**src/hdl/hoc_pkg.sv**
```systemverilog
/*
 * Shared constants and carriers for the hold-off counter block:
 * register offsets, field positions, reset values, tick prescaler limits
 * and the byte-wide configuration access struct.
 * Assumes the configuration port is the device's internal byte register path.
 */
package hoc_pkg;

    // register byte addresses
    localparam logic [7:0] HOLDOFF_COUNT_ADDR = 8'h16;
    localparam logic [7:0] HOLDOFF_DIV_ADDR = 8'h17;

    // divider field position inside its register byte
    localparam int HOLDOFF_DIV_MSB = 7;
    localparam int HOLDOFF_DIV_LSB = 6;

    // values after reset
    localparam logic [7:0] HOLDOFF_COUNT_RST = 8'h80;
    localparam logic [1:0] HOLDOFF_DIV_RST = 2'h2;

    // reference selection mode codes
    localparam logic [1:0] MODE_AUTO_HOLDOVER = 2'h3;

    // tick divider codes
    localparam logic [1:0] DIV_CODE_2P15 = 2'h0;
    localparam logic [1:0] DIV_CODE_2P16 = 2'h1;

    // prescaler terminal counts: division ratio minus one
    localparam logic [16:0] PRE_LAST_2P15 = 17'h07FFF;
    localparam logic [16:0] PRE_LAST_2P16 = 17'h0FFFF;
    localparam logic [16:0] PRE_LAST_2P17 = 17'h1FFFF;

    // one register access, synchronous to mclk
    typedef struct packed {
        logic wr;
        logic rd;
        logic [7:0] addr;
        logic [7:0] wdata;
    } hoc_reg_req_s;

    typedef enum logic [1:0] {
        HOC_IDLE = 2'b01,
        HOC_COUNT = 2'b10
    } hoc_state_e;

endpackage

```
**src/hdl/hoc_tick_prescaler.sv**
```systemverilog
/*
 * Prescaler that turns the VCXO-PLL output clock into the hold-off tick.
 * Assumes mclk is the VCXO-PLL output clock and run stays high while counting.
 */
`timescale 1ns/1ps
module hoc_tick_prescaler (
    input wire logic mclk,
    input wire logic nrst,
    input wire logic run,
    input wire logic [1:0] div_code,
    output logic tick
);

    logic [16:0] pre_q;
    logic [16:0] pre_d;
    logic [16:0] pre_last;

    ////////////////////////////////////////////////////////////////////////
    // terminal count per divider code; the spare code 11 falls back to 2^17
    always_comb
    begin
        pre_last = hoc_pkg::PRE_LAST_2P17;
        if (div_code == hoc_pkg::DIV_CODE_2P15)
        begin
            pre_last = hoc_pkg::PRE_LAST_2P15;
        end
        else if (div_code == hoc_pkg::DIV_CODE_2P16)
        begin
            pre_last = hoc_pkg::PRE_LAST_2P16;
        end
    end

    // held at zero while idle so every countdown starts with a whole tick
    assign tick = run && (pre_q >= pre_last);
    always_comb
    begin
        pre_d = (!run || tick) ? 17'h00000 : pre_q + 17'h00001;
    end

    always_ff @(posedge mclk or negedge nrst)
    begin
        if (!nrst)
        begin
            pre_q <= 17'h00000;
        end
        else
        begin
            pre_q <= pre_d;
        end
    end

    ////////////////////////////////////////////////////////////////////////
    a_tick_code_2p15: assert property (@(posedge mclk) disable iff (!nrst)
        (tick && div_code == 2'h0 && $past(run) && $past(div_code) == 2'h0) |-> $past(pre_q) == 17'h07FFE)
        else $error("tick at wrong count for divide by 2^15");
    a_tick_code_2p17: assert property (@(posedge mclk) disable iff (!nrst)
        (tick && div_code == 2'h2 && $past(run) && $past(div_code) == 2'h2) |-> $past(pre_q) == 17'h1FFFE)
        else $error("tick at wrong count for divide by 2^17");

endmodule

```
**src/hdl/hoc_holdoff_counter.sv**
```systemverilog
/*
 * Hold-off counter for automatic reference selection with holdover.
 * Holds the hold-off count and tick divider registers, counts down after a
 * loss of signal on the active reference and requests a fail-over on expiry.
 * Assumes mclk is the VCXO-PLL output, all inputs are synchronous to it and
 * the selection logic acts on failover_req and then reports the new LOS state.
 */
// How it works
// counter runs only when selection mode is automatic with holdover, code 11.
// a loss-of-signal event on the active reference starts the countdown.
// reaching zero requests a fail-over to another reference input.
// period is programmed count times tick, one tick for a count of 0; count resets to 0x80.
// after each zero transition the counter reloads the programmed count.
// divider code 00 ticks at VCXO/2^15, code 01 at VCXO/2^16.
// divider field resets to code 10, giving VCXO/2^17 ticks.
// reference recovery before zero aborts the countdown and reloads without switching.
`timescale 1ns/1ps
module hoc_holdoff_counter (
    input wire logic mclk,
    input wire logic nrst,
    input wire hoc_pkg::hoc_reg_req_s reg_req,
    output logic [7:0] reg_rdata,
    input wire logic [1:0] ref_selection_mode_field,
    input wire logic active_ref_los,
    output logic failover_req,
    output logic holdoff_active,
    output logic [7:0] holdoff_remaining
);

    logic [7:0] holdoff_count_q;
    logic [7:0] holdoff_count_d;
    logic [1:0] holdoff_tick_divider_q;
    logic [1:0] holdoff_tick_divider_d;
    logic [7:0] rdata_q;
    logic [7:0] rdata_d;
    hoc_pkg::hoc_state_e state_q;
    hoc_pkg::hoc_state_e state_d;
    logic [7:0] cnt_q;
    logic [7:0] cnt_d;
    logic los_q;
    logic los_d;
    logic fail_q;
    logic fail_d;
    logic enabled;
    logic los_event;
    logic tick;

    ////////////////////////////////////////////////////////////////////////
    // configuration registers and read path
    always_comb
    begin
        holdoff_count_d = holdoff_count_q;
        holdoff_tick_divider_d = holdoff_tick_divider_q;
        rdata_d = rdata_q;
        if (reg_req.wr && reg_req.addr == hoc_pkg::HOLDOFF_COUNT_ADDR)
        begin
            holdoff_count_d = reg_req.wdata;
        end
        if (reg_req.wr && reg_req.addr == hoc_pkg::HOLDOFF_DIV_ADDR)
        begin
            holdoff_tick_divider_d = reg_req.wdata[hoc_pkg::HOLDOFF_DIV_MSB:hoc_pkg::HOLDOFF_DIV_LSB];
        end
        if (reg_req.rd)
        begin
            // other fields sharing these bytes live elsewhere and read as zero here
            unique case (reg_req.addr)
                hoc_pkg::HOLDOFF_COUNT_ADDR: rdata_d = holdoff_count_q;
                hoc_pkg::HOLDOFF_DIV_ADDR: rdata_d = {holdoff_tick_divider_q, 6'h00};
                default: rdata_d = 8'h00; // unmapped
            endcase
        end
    end

    always_ff @(posedge mclk or negedge nrst)
    begin
        if (!nrst)
        begin
            holdoff_count_q <= hoc_pkg::HOLDOFF_COUNT_RST;
            holdoff_tick_divider_q <= hoc_pkg::HOLDOFF_DIV_RST;
            rdata_q <= 8'h00;
        end
        else
        begin
            holdoff_count_q <= holdoff_count_d;
            holdoff_tick_divider_q <= holdoff_tick_divider_d;
            rdata_q <= rdata_d;
        end
    end

    assign reg_rdata = rdata_q;

    ////////////////////////////////////////////////////////////////////////
    // tick source; stopped outside a countdown
    hoc_tick_prescaler i_hoc_tick_prescaler (
        .mclk(mclk),
        .nrst(nrst),
        .run(state_q == hoc_pkg::HOC_COUNT),
        .div_code(holdoff_tick_divider_q),
        .tick(tick)
    );

    ////////////////////////////////////////////////////////////////////////
    // countdown state machine
    assign enabled = (ref_selection_mode_field == hoc_pkg::MODE_AUTO_HOLDOVER);
    assign los_event = active_ref_los && !los_q;

    always_comb
    begin
        state_d = state_q;
        cnt_d = cnt_q;
        fail_d = 1'b0;
        los_d = active_ref_los;
        unique case (state_q)
            hoc_pkg::HOC_IDLE:
            begin
                cnt_d = holdoff_count_q;
                if (enabled && los_event)
                begin
                    state_d = hoc_pkg::HOC_COUNT;
                end
            end
            hoc_pkg::HOC_COUNT:
            begin
                if (!enabled)
                begin
                    state_d = hoc_pkg::HOC_IDLE;
                    cnt_d = holdoff_count_q;
                end
                else if (!active_ref_los)
                begin
                    // reference came back: abandon quietly
                    state_d = hoc_pkg::HOC_IDLE;
                    cnt_d = holdoff_count_q;
                end
                else if (tick)
                begin
                    // a programmed zero expires on the first tick rather than wrapping
                    if (cnt_q <= 8'h01)
                    begin
                        fail_d = 1'b1;
                        cnt_d = holdoff_count_q;
                        state_d = hoc_pkg::HOC_IDLE;
                    end
                    else
                    begin
                        cnt_d = cnt_q - 8'h01;
                    end
                end
            end
            default:
            begin
                state_d = hoc_pkg::HOC_IDLE;
                cnt_d = holdoff_count_q;
            end
        endcase
    end

    always_ff @(posedge mclk or negedge nrst)
    begin
        if (!nrst)
        begin
            state_q <= hoc_pkg::HOC_IDLE;
            cnt_q <= hoc_pkg::HOLDOFF_COUNT_RST;
            los_q <= 1'b0;
            fail_q <= 1'b0;
        end
        else
        begin
            state_q <= state_d;
            cnt_q <= cnt_d;
            los_q <= los_d;
            fail_q <= fail_d;
        end
    end

    assign failover_req = fail_q;
    assign holdoff_active = (state_q == hoc_pkg::HOC_COUNT);
    assign holdoff_remaining = cnt_q;

    ////////////////////////////////////////////////////////////////////////
    // checks
    a_idle_when_off: assert property (@(posedge mclk) disable iff (!nrst)
        !enabled |=> !holdoff_active && !failover_req)
        else $error("hold-off counter active outside auto holdover mode");
    a_start_on_los: assert property (@(posedge mclk) disable iff (!nrst)
        (!holdoff_active && enabled && los_event) |=> holdoff_active && cnt_q == $past(holdoff_count_q))
        else $error("countdown did not start on loss of signal");
    a_fail_at_zero: assert property (@(posedge mclk) disable iff (!nrst)
        (holdoff_active && enabled && active_ref_los && tick && cnt_q == 8'h01) |=> failover_req)
        else $error("no fail-over at zero transition");
    a_fail_has_cause: assert property (@(posedge mclk) disable iff (!nrst)
        failover_req |-> $past(holdoff_active) && $past(tick) && $past(active_ref_los))
        else $error("fail-over without expiry");
    a_tick_decrement: assert property (@(posedge mclk) disable iff (!nrst)
        (holdoff_active && enabled && active_ref_los && tick && cnt_q > 8'h01) |=> cnt_q == $past(cnt_q) - 8'h01)
        else $error("countdown did not step by one");
    a_reset_values: assert property (@(posedge mclk)
        $rose(nrst) |-> holdoff_count_q == 8'h80 && holdoff_tick_divider_q == 2'h2)
        else $error("register reset values wrong");
    a_reload_zero: assert property (@(posedge mclk) disable iff (!nrst)
        failover_req |-> !holdoff_active && cnt_q == $past(holdoff_count_q))
        else $error("counter not reloaded after zero transition");
    a_recover_abort: assert property (@(posedge mclk) disable iff (!nrst)
        (holdoff_active && enabled && !active_ref_los) |=> !holdoff_active && !failover_req
            && cnt_q == $past(holdoff_count_q))
        else $error("recovery did not abort countdown");
    // a mode change in mid-countdown must drop it without a request
    a_mode_leave_abort: assert property (@(posedge mclk) disable iff (!nrst)
        (holdoff_active && !enabled) |=> !holdoff_active && !failover_req && cnt_q == $past(holdoff_count_q))
        else $error("leaving auto holdover mode did not abort countdown");
    // a los level held past expiry or abort must not start a second countdown
    a_start_needs_edge: assert property (@(posedge mclk) disable iff (!nrst)
        (!holdoff_active && !(enabled && los_event)) |=> !holdoff_active)
        else $error("countdown started without a loss-of-signal edge");

    // main scenarios the bench is expected to reach
    c_start: cover property (@(posedge mclk) disable iff (!nrst) $rose(holdoff_active));
    c_failover: cover property (@(posedge mclk) disable iff (!nrst) failover_req);
    c_abort: cover property (@(posedge mclk) disable iff (!nrst) holdoff_active && !active_ref_los && enabled);
    c_mode_abort: cover property (@(posedge mclk) disable iff (!nrst) holdoff_active && !enabled);

endmodule

```
**config.mk**
```make
export PLATFORM = sky130hd
export DESIGN_NAME = hoc_holdoff_counter
export DESIGN_NICKNAME = d
export VERILOG_FILES = /design/src/hdl/hoc_pkg.sv /design/src/hdl/hoc_tick_prescaler.sv /design/src/hdl/hoc_holdoff_counter.sv
export SDC_FILE = /design/constraint.sdc
export NUM_CORES = 1
export LEC_CHECK = 0
export BUFFER_PORTS_ARGS = -buffer_cell sky130_fd_sc_hd__buf_2
export CAP_MARGIN = 20
export CORE_UTILIZATION = 50
export DETAILED_ROUTE_END_ITERATION = 6
export PLACE_DENSITY = 0.73
export SYNTH_ARGS = -nofsm -noshare
export SYNTH_HDL_FRONTEND = slang
export SYNTH_SLANG_ARGS = --single-unit
```
**constraint.sdc**
```tcl
create_clock -name mclk -period 3.95 [get_ports mclk]
set_clock_uncertainty 0.2 [all_clocks]
set_input_delay 0.5925 -clock mclk [delete_from_list [all_inputs] [get_ports mclk]]
set_output_delay 0.5925 -clock mclk [all_outputs]
set_load 0.01 [all_outputs]
```
# After elaboration in Yosys (flattened, before gate mapping)
# Index checks and enable logic that the tools add are counted.
[word_totals]
reg_bits = 47
in_bits = 23
out_inout_bits = 18
[op_classes]
add_sub_neg = 2
magnitude_cmp = 2
n_eq_ne = 9
muxes = 20
n_reduce_logical = 10
[ops]
columns = ["operator", "n"]
rows = [
  ["$mux W17", 3],
  ["$mux W8", 5],
  ["$add A17 B1 Y17 const B", 1],
  ["$ge A17 B17 Y1", 1],
  ["$eq A8 B5 Y1 const B", 2],
  ["$pmux W8 S2", 1],
  ["$mux W2", 5],
  ["$le A8 B1 Y1 const B", 1],
  ["$ne A4 B4 Y1 const B", 2],
  ["$sub A8 B1 Y8 const B", 1],
  ["$logic_and A1 B1 Y1", 5],
  ["$mux W1", 5],
  ["$eq A2 B1 Y1 const B", 2],
  ["$eq A2 B2 Y1 const B", 2],
  ["$pmux W2 S2", 1],
  ["$reduce_and A3 Y1", 1],
  ["$logic_not A1 Y1", 2],
  ["$logic_not A2 Y1", 1],
  ["$ne A2 B2 Y1 const B", 1],
  ["$logic_or A1 B1 Y1", 1],
]

# Logic depth before layout (Yosys ltp)
# Gate-level depths: netlist of the first run.
[logic_depth]
ltp_word = 9
ltp_mapped = 8

# By module
# Synthesis of the first run repeated with hierarchy kept, for this count alone.
[unflattened]
cells_unflattened = 222
hier_area_um2 = 2369.8
[modules_own_cells]
columns = ["mod", "n_inst", "cells_per_inst", "area_per_inst_um2"]
rows = [
  ["hoc_holdoff_counter", 1, 125, 1442.6],
  ["hoc_tick_prescaler", 1, 97, 927.1],
]

# Least setup slack after synthesis of the first run
# Ideal clock, no wire load.
[synth_timing]
kind = "register -> register"
startpoint = "reg holdoff_tick_divider_q[1]"
endpoint = "reg cnt_q[0] (netlist: holdoff_remaining[0])"
setup_ns = 0.126
t_arrival_ns = 1.804
t_required_ns = 3.624
slack_ns = 1.820
stages_incl_launch_ff = 9
synth_period_minus_slack_ns = 2.130
cell_sequence = "dfstp_2 inv_1 ha_1 a21oi_1 inv_1 a31oi_4 buf_2 nand2_1 a311o_1"
[synth_between]
elab_chain_cells = 6
[synth_lines]
columns = ["element", "line", "text"]
rows = [
  ["start: declaration", "hoc_holdoff_counter.sv:32", "logic [1:0] holdoff_tick_divider_q;"],
  ["start signal: assignment", "hoc_holdoff_counter.sv:79", "holdoff_tick_divider_q <= hoc_pkg::HOLDOFF_DIV_RST;"],
  ["start signal: assignment", "hoc_holdoff_counter.sv:85", "holdoff_tick_divider_q <= holdoff_tick_divider_d;"],
  ["$eq A2 B1 Y1", "hoc_tick_prescaler.sv:27", "else if (div_code == hoc_pkg::DIV_CODE_2P16)"],
  ["$mux W17", "hoc_tick_prescaler.sv:27", ""],
  ["$mux W17 (*)", "hoc_tick_prescaler.sv:23", "if (div_code == hoc_pkg::DIV_CODE_2P15)"],
  ["$ge A17 B17 Y1 (*)", "hoc_tick_prescaler.sv:34", "assign tick = run && (pre_q >= pre_last);"],
  ["$logic_and A1 B1 Y1 (*)", "hoc_tick_prescaler.sv:34", ""],
  ["$ne A4 B4 Y1 (no line) (*)", "-", ""],
  ["end signal: assignment", "hoc_holdoff_counter.sv:163", "cnt_q <= hoc_pkg::HOLDOFF_COUNT_RST;"],
  ["end signal: assignment", "hoc_holdoff_counter.sv:170", "cnt_q <= cnt_d;"],
  ["end: declaration", "hoc_holdoff_counter.sv:38", "logic [7:0] cnt_q;"],
]
# Mark *: on every way between the ends. The rest lies on a longest branch, timed or not.
# A chain may end at the register's enable or synchronous reset.

# Worst setup path after layout of the first run
[layout_timing]
startpoint = "reg cnt_q[0] (netlist: holdoff_remaining[0])"
endpoint = "reg cnt_q[2] (netlist: holdoff_remaining[2])"
[layout_between]
elab_chain_cells = 6
[layout_lines]
columns = ["element", "line", "text"]
rows = [
  ["$sub A8 B1 Y8 or $le A8 B1 Y1 (tied branches)", "hoc_holdoff_counter.sv:146, hoc_holdoff_counter.sv:138", ""],
  ["$mux W8 (*)", "hoc_holdoff_counter.sv:138", "if (cnt_q <= 8'h01)"],
  ["$mux W8 (*)", "hoc_holdoff_counter.sv:135", "else if (tick)"],
  ["$mux W8 (*)", "hoc_holdoff_counter.sv:129", "else if (!active_ref_los)"],
  ["$mux W8 (*)", "hoc_holdoff_counter.sv:124", "if (!enabled)"],
  ["$mux W8 (*)", "hoc_holdoff_counter.sv:113", "unique case (state_q)"],
]
# Mark *: on every way between the ends. The rest lies on a longest branch, timed or not. The select of a mux whose other input is x is not followed.

==> metrics, run 1 <==
transition at the pin with the smallest max-transition slack 0.7788 ns; primary flip-flop cell chosen by synthesis mapping dfrtp_1; timing-limited maximum frequency 0.4323 GHz; total of cells resized after clock tree synthesis 0; vias after detailed routing 1718; min Tclk post-route about 2.3 ns; share of total power in sequential cells 0.545; global-route total usage across every layer 0.1850; buffer depth of the longest clock path 2; DRC viols 0; final core occ 0.6117; source of the worst hold timing path active_ref_los; synth-to-layout area growth 16.40%; share of power burned in combinational logic 0.078; register bit count reported by yosys 47; cell area after synthesis about 0.0023 mm^2; distinct cell type count after synthesis 47; Yosys warnings 0; reg-to-reg endpoint holdoff_remaining[2]$_DFFE_PN0P_; startpoint type of the worst setup path flop; core area between 0.004 and 0.005 mm^2; Total Nets Final ~300; end point of the worst hold path los_q$_DFF_PN0_; IO buf count 40; Register-to-Register Path Depth 6; cell accounting for the most synthesized area dfrtp_1; total of max-cap violations 0; synthesized netlist cell count around 220; area enclosed by the die boundary approximately 0.0049 mm^2; final antenna-violating net count 0; number of primary I/O pins between 40 and 50; count of H-tree levels built during CTS 2; x dimension of the die roughly 70 um; Inserted Clock Buffers 5; post-synth net total around 250; data arrival time of the worst path between 2 and 2.5 ns; largest net degree at the start of global routing 48; ratio of routed vias to standard cells ~5.4; worst slew margin relative to its limit 0.4760; CP endpoint kind flop; initial cell density of the core 0.5255; antenna fix cells 0; Reg2Reg Setup Slack ~1.6 ns; global-route wire length before repair around 7.2 mm; buffer and inverter count on the worst path 1; switching share of power 0.2302; worst-case vdd ir drop around 0.18 mV; startpoint of the lowest-slack register-to-register path holdoff_remaining[0]$_DFFE_PN0P_; HPWL after detailed placement just under 3 mm; ratio of cells with drive above 1 in the final layout 0.2276; first-iteration detailed-routing DRC count roughly 120; via count of the first global-routing pass between 1.5k and 2k; CP Cell Sequence inv_1 -> ha_1 -> o21ai_1 -> o21ai_4 -> mux2_1 -> o22a_1; vertical die dimension 70.12 um; clock network latency to the later pin of the worst-skew pair roughly 0.3 ns; portion of synthesized cell area occupied by the leading cell type 0.4639; number of synthesized flops with an enable pin 0; number of detailed-route iterations in the first pass 4; post-DR wirelength/cell between 10 and 15 um; Final setup viols 0; Async SR Flop Fraction 1.000; most common library cell in the layout ignoring fill and taps dfrtp_1; crit-path leading delay family compound AO/OA/AOI/OAI gates; Cell Int Power 0.0007099 W; required time of the worst setup path roughly 4.0 ns; kind of critical path reg -> reg; most frequent cells in the layout dfrtp_1 (43), buf_2 (40), nor2_1 (28); cell with the largest stage delay on the worst path o21ai_1; number of hold violations in the final report 0; switching power summed over all nets between 0.0002 and 0.00025 W; top cells by area, synth dfrtp_1 (46%), mux2_1 (4.9%), dfstp_2 (4.5%); remaining global-route overflow 0; slowest cell delay on critical path about 0.50 ns; final clock period utilization by the worst path 0.5856; # rows 24; synthesized area divided by synthesized cell count 10.36 um^2; CTS clock-pin slew for the worst setup and hold paths 0.09 ns; result of the run complete, no violations; register area share after synthesis 0.5092; number of filler cells placed in the layout roughly 380; setup repair after global routing missed its margin false; hold path depth 1; initial antenna violation count 0; TritonCTS sink count 47; number of pins with negative max-slew slack in the final report 0; total detailed-routing wirelength approximately 4.2 mm; Total Neg Setup Slack 0 ns; largest driver fanout on the critical path 8; clock root cell clkbuf_8; Worst Hold Class in -> reg; Clock Power Share 0.377; power per cell area approximately 340 mW/mm^2; TritonCTS clock tree built; Leakage ~1.3 nW; weighted congestion reported at the end of routability-driven placement roughly 0.80
-- how the worst max path moves through the flow --
| stage | end | depth (start not counted) | slack [ns] | start |
|---|---|---|---|---|
| floorplan | holdoff_remaining[0]$_DFFE_PN0P_ | 8 | 1.82 | holdoff_tick_divider_q[1]$_DFFE_PN1P_ |
| global placement | holdoff_count_q[2]$_DFFE_PN0P_ | 6 | 1.64 | reg_req[15] |
| detailed placement | holdoff_count_q[4]$_DFFE_PN0P_ | 6 | 1.62 | reg_req[15] |
| CTS | holdoff_remaining[6]$_DFFE_PN0P_ | 7 | 1.64 | holdoff_tick_divider_q[1]$_DFFE_PN1P_ |
| global route | holdoff_remaining[0]$_DFFE_PN0P_ | 7 | 1.52 | holdoff_tick_divider_q[1]$_DFFE_PN1P_ |
| finish | holdoff_remaining[2]$_DFFE_PN0P_ | 6 | 1.64 | holdoff_remaining[0]$_DFFE_PN0P_ |
-- per-stage QoR --
stage	hold WS (ns)	power, W	cell area [um^2]	cells	worst slack (ns)
2_1_floorplan	0.09691	0.0005465	2320	224	1.820
3_3_place_gp	0.2807	0.0005804	2557	310	1.643
3_5_place_dp	0.2812	0.0005815	2557	310	1.618
4_1_cts	0.2354	0.0009338	2670	318	1.642
5_1_grt	0.2406	0.0009628	2700	320	1.518
6_report	0.2459	0.0009222	2700	320	1.637
-- synth_stat cells, drive strengths merged (2+ instances only) --
cell type   n
mux2       11
xnor2       7
nand4       4
o31a        2
o211ai      2
a2bb2oi     2
dfrtp      43
nor4        3
buf         4
mux2i       5
and3        3
nor3        4
and4        2
o22ai       3
nor2       31
inv        14
o21ai      12
clkbuf      2
xor2        8
nand3      12
nor2b       2
ha          5
nand2      17
dfstp       4
a21oi       6
-- power by group through the flow --
stage               Clock (W)  Sequential [W]  Combinational (W)
finish               0.000347        0.000503          0.0000721
global route         0.000376        0.000504          0.0000822
CTS                  0.000361        0.000503          0.0000703
detailed placement          0        0.000512          0.0000694
global placement            0        0.000512          0.0000685
floorplan                   0        0.000511          0.0000359
-- cell families (layout without fill, tap and decap cells) --
logic type | after synthesis | count (layout) | synth area share
and+or+nand+nor | 85 | 85 | 0.1823
DFF | 47 | 47 | 0.5092
AOI/OAI and AO/OA | 36 | 36 | 0.1154
buffers and inverters | 20 | 64 | 0.03452
muxes | 16 | 16 | 0.07497
xor gates and xnor gates | 15 | 15 | 0.05664
adders and majority gates | 5 | 5 | 0.02697
-- routing by layer --
metal / track usage / up-vias / share of wire
met2: 0.2810 / 34 / 0.43
li1: - / 874 / -
met3: 0.04618 / 5 / 0.034
met5: 0 / - / 0
met1: 0.2646 / 805 / 0.52
met4: 0.05111 / 0 / 0.011
-- sequential cells by signal (all words and copies together), names as in the netlist --
register and cells:
holdoff_remaining 8, reg_rdata 8, failover_req 1, los_q 1, holdoff_tick_divider_q 2, holdoff_count_q 8
i_hoc_tick_prescaler.pre_q 17, state_q 2
-- timing repair --
action | 4_1_cts | 5_1_grt
hold endpoints to repair | 0 | 1
hold buffers | 0 | 1
buffers inserted | 0 | 0
-- final cells by class --
class | count | area (um^2) | share of cell area
clock inverters | 3 | 43.79 | 0.01622
flip-flops and latches | 47 | 1181 | 0.4374
multi-input cells | 157 | 1059 | 0.3920
repair buffers | 42 | 230.2 | 0.08526
well taps | 52 | 65.06 | 0.02410
clock buffers | 5 | 68.82 | 0.02549
inverters | 14 | 52.55 | 0.01946
(Power assumes the default switching activity.)
==> run 2: changes to the inputs <==
--- a/config.mk
+++ b/config.mk
@@ -5,11 +5,12 @@
 export SDC_FILE = /design/constraint.sdc
 export NUM_CORES = 1
 export LEC_CHECK = 0
+export ABC_AREA = 1
 export BUFFER_PORTS_ARGS = -buffer_cell sky130_fd_sc_hd__buf_2
 export CAP_MARGIN = 20
 export CORE_UTILIZATION = 50
 export DETAILED_ROUTE_END_ITERATION = 6
-export PLACE_DENSITY = 0.73
+export PLACE_DENSITY = 0.75
 export SYNTH_ARGS = -nofsm -noshare
 export SYNTH_HDL_FRONTEND = slang
 export SYNTH_SLANG_ARGS = --single-unit
==> constraint.sdc (replaced) <==
create_clock -name mclk -period 2 [get_ports mclk]
set_clock_uncertainty 0.2 [all_clocks]
set_input_delay 0.3 -clock mclk [delete_from_list [all_inputs] [get_ports mclk]]
set_output_delay 0.3 -clock mclk [all_outputs]
set_load 0.01 [all_outputs]
==> metrics, run 2 <==
result of the run finished, violations left; failing checks design-rule violations, negative setup slack; cell accounting for the most synthesized area dfrtp_1; IO buf count 40 (unchanged); share of total power in sequential cells 0.500 (-0.045); initial cell density of the core 0.5361 (+0.01056); Leakage 1.476 nW (+18%); required time of the worst setup path 2.00 ns (-1.95 ns); synth-to-layout area growth 27.28%; number of filler cells placed in the layout 346 (-7.7%); number of hold violations in the final report 0 (unchanged); clock network latency to the later pin of the worst-skew pair 0.30 ns (about the same); largest net degree at the start of global routing 28 (-42%); primary flip-flop cell chosen by synthesis mapping dfrtp_1; startpoint type of the worst setup path flop; final standard cell area without fillers 0.003053 mm^2 (+13%); worst slew margin relative to its limit 0.6736 (+0.1976); multi-input gate area in the final layout 0.001199 mm^2 (+13%); vertical die dimension 71.26 um (+1.6%); HPWL after detailed placement 3.437 mm (+17%); Setup WS post-layout -0.03670 ns (-1.674 ns); x dimension of the die 71.26 um (+1.6%); most frequent cells in the layout nand2_1 (52), dfrtp_1 (43), buf_2 (40); switching share of power 0.2778 (+0.04761); global-route wire length before repair 7.693 mm (+6.3%); final hold slack 0.03760 ns (-0.2083 ns); number of detailed-route iterations in the first pass 6 (+2); Total Neg Setup Slack -0.1346 ns (-0.1346 ns); final antenna-violating net count 0 (unchanged); leading cell types by count after synthesis nand2_1 (53), nor2_1 (48), dfrtp_1 (43); Yosys warnings 0 (unchanged); timing-limited maximum frequency 0.4910 GHz (+14%); synthesized netlist cell count 286 (+28%); core area 0.004474 mm^2 (+1.4%); switching power summed over all nets 0.0005773 W (+170%); CP endpoint kind flop; cell with the most instances after synthesis nand2_1; remaining global-route overflow 0 (unchanged); worst-case vdd ir drop 0.4669 mV (+160%); synthesized area divided by synthesized cell count 8.387 um^2 (-19%); vias after detailed routing 2028 (+18%); register bit count reported by yosys 47 (unchanged); wire length on met2 2.341 mm (+29%); TritonCTS sink count 47 (unchanged); ratio of cells with drive above 1 in the final layout 0.2870 (+0.05934); via count of the first global-routing pass 1776 (+12%); power per cell area 680.6 mW/mm^2 (+99%); cell area after synthesis 0.002399 mm^2 (+3.4%); setup repair after global routing missed its margin true; min Tclk post-route 2.037 ns (-0.2764 ns); number of primary I/O pins 41 (unchanged); # rows 24 (unchanged); count of H-tree levels built during CTS 2 (unchanged); weighted congestion reported at the end of routability-driven placement 0.8746 (+10%); register area share after synthesis 0.4924 (-0.01673); initial antenna violation count 0 (unchanged); first-iteration detailed-routing DRC count 160 (+38%); clock root cell clkbuf_8; DRC viols 1 (+1); FF+latch area 0.001181 mm^2 (unchanged); number of pins with negative max-slew slack in the final report 0 (unchanged); buffer depth of the longest clock path 2 (unchanged); wire length the detailed router placed on met1 2.456 mm (+13%); post-DR wirelength/cell 12.75 um (-2.1%); Clock Power Share 0.337 (-0.040); Async SR Flop Fraction 1.000 (unchanged); DR WL met3 223 um (+56%); largest reg by FF count i_hoc_tick_prescaler.pre_q; total of max-cap violations 0 (unchanged); number of synthesized flops with an enable pin 0 (unchanged); max FFs per register 17 (unchanged); Inserted Clock Buffers 5 (unchanged); data arrival time of the worst path 2.04 ns (-0.27 ns); uppermost routed layer met4; distinct cell type count after synthesis 31 (-34%); TritonCTS clock tree built; total detailed-routing wirelength 5.061 mm (+21%); CTS clock-pin slew for the worst setup and hold paths 0.09 ns (about the same); final clock period utilization by the worst path 1.018 (+0.4328); kind of critical path reg -> reg; portion of synthesized cell area occupied by the leading cell type 0.4486 (-0.01524); Total Nets Final 372 (+26%); top cells by area, synth dfrtp_1 (45%), nand2_1 (8.3%), nor2_1 (7.5%); area enclosed by the die boundary 0.005078 mm^2 (+3.3%); Final setup viols 5 (+5); Cell Int Power 0.001501 W (+110%); Worst Hold Class in -> reg; most common library cell in the layout ignoring fill and taps nand2_1; ratio of routed vias to standard cells 5.108 (-4.9%); largest driver fanout on the critical path 8 (unchanged); global-route total usage across every layer 0.1952 (+0.01016); transition at the pin with the smallest max-transition slack 0.4896 ns (-0.2892 ns); area post-placement 0.002728 mm^2 (+6.7%); antenna fix cells 0 (unchanged); post-synth net total 314 (+25%); share of power burned in combinational logic 0.163 (+0.085)
==> run 2: cell types whose count changed in the layout (fill, tap and decap cells not counted), sizes merged, moves of 11 or more <==
cell,change
nor2,+20
mux2,-11
nand2,+40
inv,+23
==> run 2: cell type report <==
type | count | share of cell area
inverter | 38 | 0.04672
clock inverter | 3 | 0.01434
tap | 52 | 0.02131
clock buffer | 5 | 0.02254
sequential | 47 | 0.3869
multi-input combinational | 198 | 0.3926
timing repair buffer | 54 | 0.1156
==> run 2: worst max-delay path, stage by stage, from the launching register on <==
cell	delay (ns)
dfstp_2	0.55
inv_1	0.07
ha_4	0.27
nand2_2	0.05
nor2_1	0.12
nand2_1	0.07
nor2_1	0.10
nor2_1	0.06
nand3_2	0.12
clkbuf_16	0.17
nand2_1	0.05
nand2_1	0.05
nand2_1	0.05
==> run 2: final timing paths <==
check	slack (ns)	depth (start not counted)	to	from
max	-0.04	12	holdoff_remaining[5]$_DFFE_PN0P_	holdoff_tick_divider_q[1]$_DFFE_PN1P_
min	0.04	3	holdoff_tick_divider_q[0]$_DFFE_PN0P_	reg_req[6]
max reg2reg	-0.04	12	holdoff_remaining[5]$_DFFE_PN0P_	holdoff_tick_divider_q[1]$_DFFE_PN1P_
min reg2reg	0.27	1	i_hoc_tick_prescaler.pre_q[0]$_DFF_PN0_	i_hoc_tick_prescaler.pre_q[0]$_DFF_PN0_
max in group asynchronous	0.73	3	state_q[0]$_DFFE_PN1P_	nrst
min in group asynchronous	0.29	2	reg_rdata[2]$_DFFE_PN0P_	nrst
==> run 2: routing by layer <==
metal  global-route usage  vias up
li1                     -     1027
met1               0.2750      937
met2               0.3005       60
met3              0.04219        4
met4              0.06889        0
met5                    0        -
==> run 2: kinds of logic (layout without fill, tap and decap cells) <==
kind of cell,Yosys count,count (layout),synth area share
xor+xnor,15,15,0.05477
compound gates,36,36,0.08190
flops,47,47,0.4924
buf+inv,42,100,0.07459
simple gates,141,142,0.2702
fa+ha+maj,5,5,0.02608
==> run 2: metrics by stage <==
step	total power (W)	std cells	util	setup slack [ns]
5_1_grt	0.002186	397	0.6823	-0.1786
3_5_place_dp	0.001321	384	0.6096	0.01217
2_1_floorplan	0.001218	286	-	0.08159
3_3_place_gp	0.001312	384	0.6096	0.03648
6_report	0.002078	397	0.6823	-0.03670
4_1_cts	0.002016	394	0.6393	0.003080
==> run 2: power groups by stage <==
stage          sequential [W]  combinational, W  clock [W]
6_report              0.00104          0.000339   0.000700
5_1_grt               0.00104          0.000382   0.000759
4_1_cts               0.00104          0.000268   0.000709
3_5_place_dp          0.00106          0.000263          0
3_3_place_gp          0.00105          0.000258          0
2_1_floorplan         0.00106          0.000159          0
==> run 2: what timing repair did <==
action / CTS / global route
buffers inserted: 0 / 1
hold endpoints to repair: 19 / 0
setup endpoints to repair: 0 / 27
hold buffers: 2 / 0
resized for setup: 0 / 39
==> run 3: changes to the inputs <==
--- a/config.mk
+++ b/config.mk
@@ -8,9 +8,11 @@
 export ABC_AREA = 1
 export BUFFER_PORTS_ARGS = -buffer_cell sky130_fd_sc_hd__buf_2
 export CAP_MARGIN = 20
+export CORE_ASPECT_RATIO = 0.6
 export CORE_UTILIZATION = 50
 export DETAILED_ROUTE_END_ITERATION = 6
 export PLACE_DENSITY = 0.75
 export SYNTH_ARGS = -nofsm -noshare
 export SYNTH_HDL_FRONTEND = slang
+export SYNTH_HIERARCHICAL = 1
 export SYNTH_SLANG_ARGS = --single-unit
==> metrics, run 3 <==
Yosys warnings 6 (+6); clock network latency to the later pin of the worst-skew pair 0.30 ns (about the same); portion of synthesized cell area occupied by the leading cell type 0.4177 (-0.03094); final standard cell area without fillers 0.003164 mm^2 (+3.6%); multiplexer share of the synthesized area 0 (unchanged); TritonCTS sink count 47 (unchanged); TritonCTS clock tree built; Total Neg Setup Slack -2.039 ns (-1.905 ns); cell accounting for the most synthesized area dfrtp_1; final clock period utilization by the worst path 1.101 (+0.08278); synthesized area divided by synthesized cell count 8.310 um^2 (-0.91%); Final setup viols 18 (+13); data arrival time of the worst path 2.20 ns (+0.16 ns); largest net degree at the start of global routing 48 (+71%); power per cell area 624.2 mW/mm^2 (-8.3%); slowest cell delay on critical path 0.58 ns (+0.03 ns); worst slew margin relative to its limit 0.7435 (+0.06987); cell with the most instances after synthesis nand2_1; x dimension of the die 94.67 um (+33%); failing checks negative setup slack; cell with the largest stage delay on the worst path dfstp_2; final hold slack 0.03630 ns (-0.001304 ns); antenna fix cells 0 (unchanged); initial antenna violation count 0 (unchanged); timing-limited maximum frequency 0.4541 GHz (-7.5%); CP Cell Sequence inv_2 -> ha_4 -> nand2_2 -> nor2_2 -> nand2_1 -> nor2_1 -> nor2_2 -> a21boi_1 -> inv_1 -> nand2_4 -> inv_6 -> o211ai_1 -> nand2_1; Total Nets Final 403 (+8.3%); clock root cell clkbuf_8; total detailed-routing wirelength 5.896 mm (+16%); cell area after synthesis 0.002576 mm^2 (+7.4%); synthesized netlist cell count 310 (+8.4%); post-DR wirelength/cell 13.43 um (+5.4%); core area 0.004755 mm^2 (+6.3%); CTS clock-pin slew for the worst setup and hold paths 0.10 ns (about the same); post-synthesis adder-cell area fraction 0.02428 (-0.001799); IO buf count 40 (unchanged); worst slack at placement -0.1640 ns (-0.1761 ns); fraction of the mapped netlist area in compound gates 0.06848 (-0.01342); setup repair after global routing missed its margin true; fraction of synthesized cell area in xor and xnor cells 0.04420 (-0.01058); register area share after synthesis 0.4585 (-0.03396); combinational family with the most area after synthesis simple AND/OR/NAND/NOR gates; number of hold violations in the final report 0 (unchanged); leading cell types by count after synthesis nand2_1 (67), dfrtp_1 (43), nor2_1 (41); ratio of routed vias to standard cells 5.123 (+0.29%); required time of the worst setup path 1.99 ns (about the same); worst-case vdd ir drop 0.3216 mV (-31%); global-route wire length before repair 9.453 mm (+23%); HPWL after detailed placement 4.291 mm (+25%); startpoint type of the worst setup path flop; vertical die dimension 57.60 um (-19%); kind of critical path reg -> reg; # rows 19 (-21%); primary flip-flop cell chosen by synthesis mapping dfrtp_1; transition at the pin with the smallest max-transition slack 0.3819 ns (-0.1077 ns); first-iteration detailed-routing DRC count 193 (+21%); total of max-cap violations 0 (unchanged); area post-placement 0.002953 mm^2 (+8.3%); number of primary I/O pins 41 (unchanged); count of H-tree levels built during CTS 2 (unchanged); largest reg by FF count i_hoc_tick_prescaler/pre_q; register bit count reported by yosys 47 (unchanged); power after layout 0.001975 W (-4.9%); area enclosed by the die boundary 0.005453 mm^2 (+7.4%); Async SR Flop Fraction 1.000 (unchanged); Setup WS post-layout -0.2023 ns (-0.1656 ns); ratio of cells with drive above 1 in the final layout 0.3191 (+0.03219); number of pins with negative max-slew slack in the final report 0 (unchanged); most frequent cells in the layout nand2_1 (64), dfrtp_1 (43), buf_2 (40); weighted congestion reported at the end of routability-driven placement 0.9065 (+3.6%); post-synthesis share of cell area spent on and, or, nand and nor gates 0.3283 (+0.05810); global-route total usage across every layer 0.2296 (+0.03443); min Tclk post-route 2.202 ns (+0.1656 ns); via count of the first global-routing pass 2005 (+13%); largest driver fanout on the critical path 8 (unchanged); Worst Hold Class in -> reg; result of the run finished, violations left; post-synth net total 338 (+7.6%); synth-to-layout area growth 22.83%; most common library cell in the layout ignoring fill and taps nand2_1; Inserted Clock Buffers 5 (unchanged); number of synthesized flops with an enable pin 0 (unchanged); CP endpoint kind flop; number of detailed-route iterations in the first pass 4 (-2); vias after detailed routing 2249 (+11%); distinct cell type count after synthesis 31 (unchanged); top cells by area, synth dfrtp_1 (42%), nand2_1 (9.8%), nor2_1 (6.0%); buffer depth of the longest clock path 2 (unchanged); remaining global-route overflow 0 (unchanged); DRC viols 0 (-1); final antenna-violating net count 0 (unchanged); initial cell density of the core 0.5418 (+0.005768); max FFs per register 17 (unchanged); Leakage 1.508 nW (+2.2%)
-- run 3: changes by cell type after synthesis, sizes merged, moves of 3 or more --
cell and change:
a21oi +7, inv +6, nand2 +18, nand3 +6
nor2 +7, o21ai -15, xor2 -3
-- run 3: final cells by class --
class                           count  area, um^2
Sequential cell                    47        1181
Timing Repair Buffer               60       371.6
Clock inverter                      3       23.77
Tap cell                           63       78.83
Multi-Input combinational cell    218        1274
Inverter                           43       166.4
Clock buffer                        5       68.82
Fill cell                         410        1590
-- run 3: repair_timing --
action / 4_1_cts / 5_1_grt
endpoints found under the setup margin: 13 / 28
cloned: 0 / 1
pin swaps: 4 / 9
gates resized for setup: 4 / 12
endpoints found under the hold margin: 44 / 0
setup buffers: 3 / 2
hold buffers: 2 / 0
-- run 3: power by group --
group / switching (W) / leakage, nW / internal [W]
logic: 0.000208 / 0.905 / 0.000123
registers: 0.0000423 / 0.563 / 0.00101
clock network: 0.000341 / 0.0408 / 0.000250
-- run 3: kinds of logic after synthesis --
family / count (synthesis)
and+or+nand+nor: 169
xor gates and xnor gates: 13
DFF: 47
buffers and inverters: 46
adders and majority gates: 5
AOI/OAI and AO/OA: 30
-- run 3: critical path, delay by kind of cell, from the launching register on --
kind / cells / cell delay, ns
AOI/OAI and AO/OA: 2 / 0.28
adders and majority gates: 1 / 0.27
buffers and inverters: 3 / 0.20
DFF: 1 / 0.58
and+or+nand+nor: 7 / 0.56
-- run 3: per-stage QoR --
step	util	cells
global route	0.6655	439
global placement	0.6211	424
detailed placement	0.6211	424
floorplan	-	310
CTS	0.6508	436
finish	0.6655	439
-- run 3: path summary, 6_finish.rpt --
path | from | end | slack [ns] | cells past startpoint
worst max-delay path | holdoff_tick_divider_q[1]$_DFFE_PN1P_ | holdoff_remaining[3]$_DFFE_PN0P_ | -0.20 | 13
worst min-delay path | reg_req[0] | holdoff_count_q[0]$_DFFE_PN0P_ | 0.04 | 3
worst max register to register | holdoff_tick_divider_q[1]$_DFFE_PN1P_ | holdoff_remaining[3]$_DFFE_PN0P_ | -0.20 | 13
worst min register to register | reg_rdata[0]$_DFFE_PN0P_ | reg_rdata[0]$_DFFE_PN0P_ | 0.29 | 2
max in group asynchronous | nrst | holdoff_tick_divider_q[1]$_DFFE_PN1P_ | 1.01 | 3
min in group asynchronous | nrst | i_hoc_tick_prescaler/pre_q[5]$_DFF_PN0_ | 0.31 | 3
-- run 3: metal layers --
layer,up-vias,part of all wire,GRT usage
li1,1111,-,-
met1,1035,0.50,0.3646
met2,99,0.41,0.3227
met3,4,0.089,0.04933
met4,0,0.0029,0.04329
met5,-,0,0
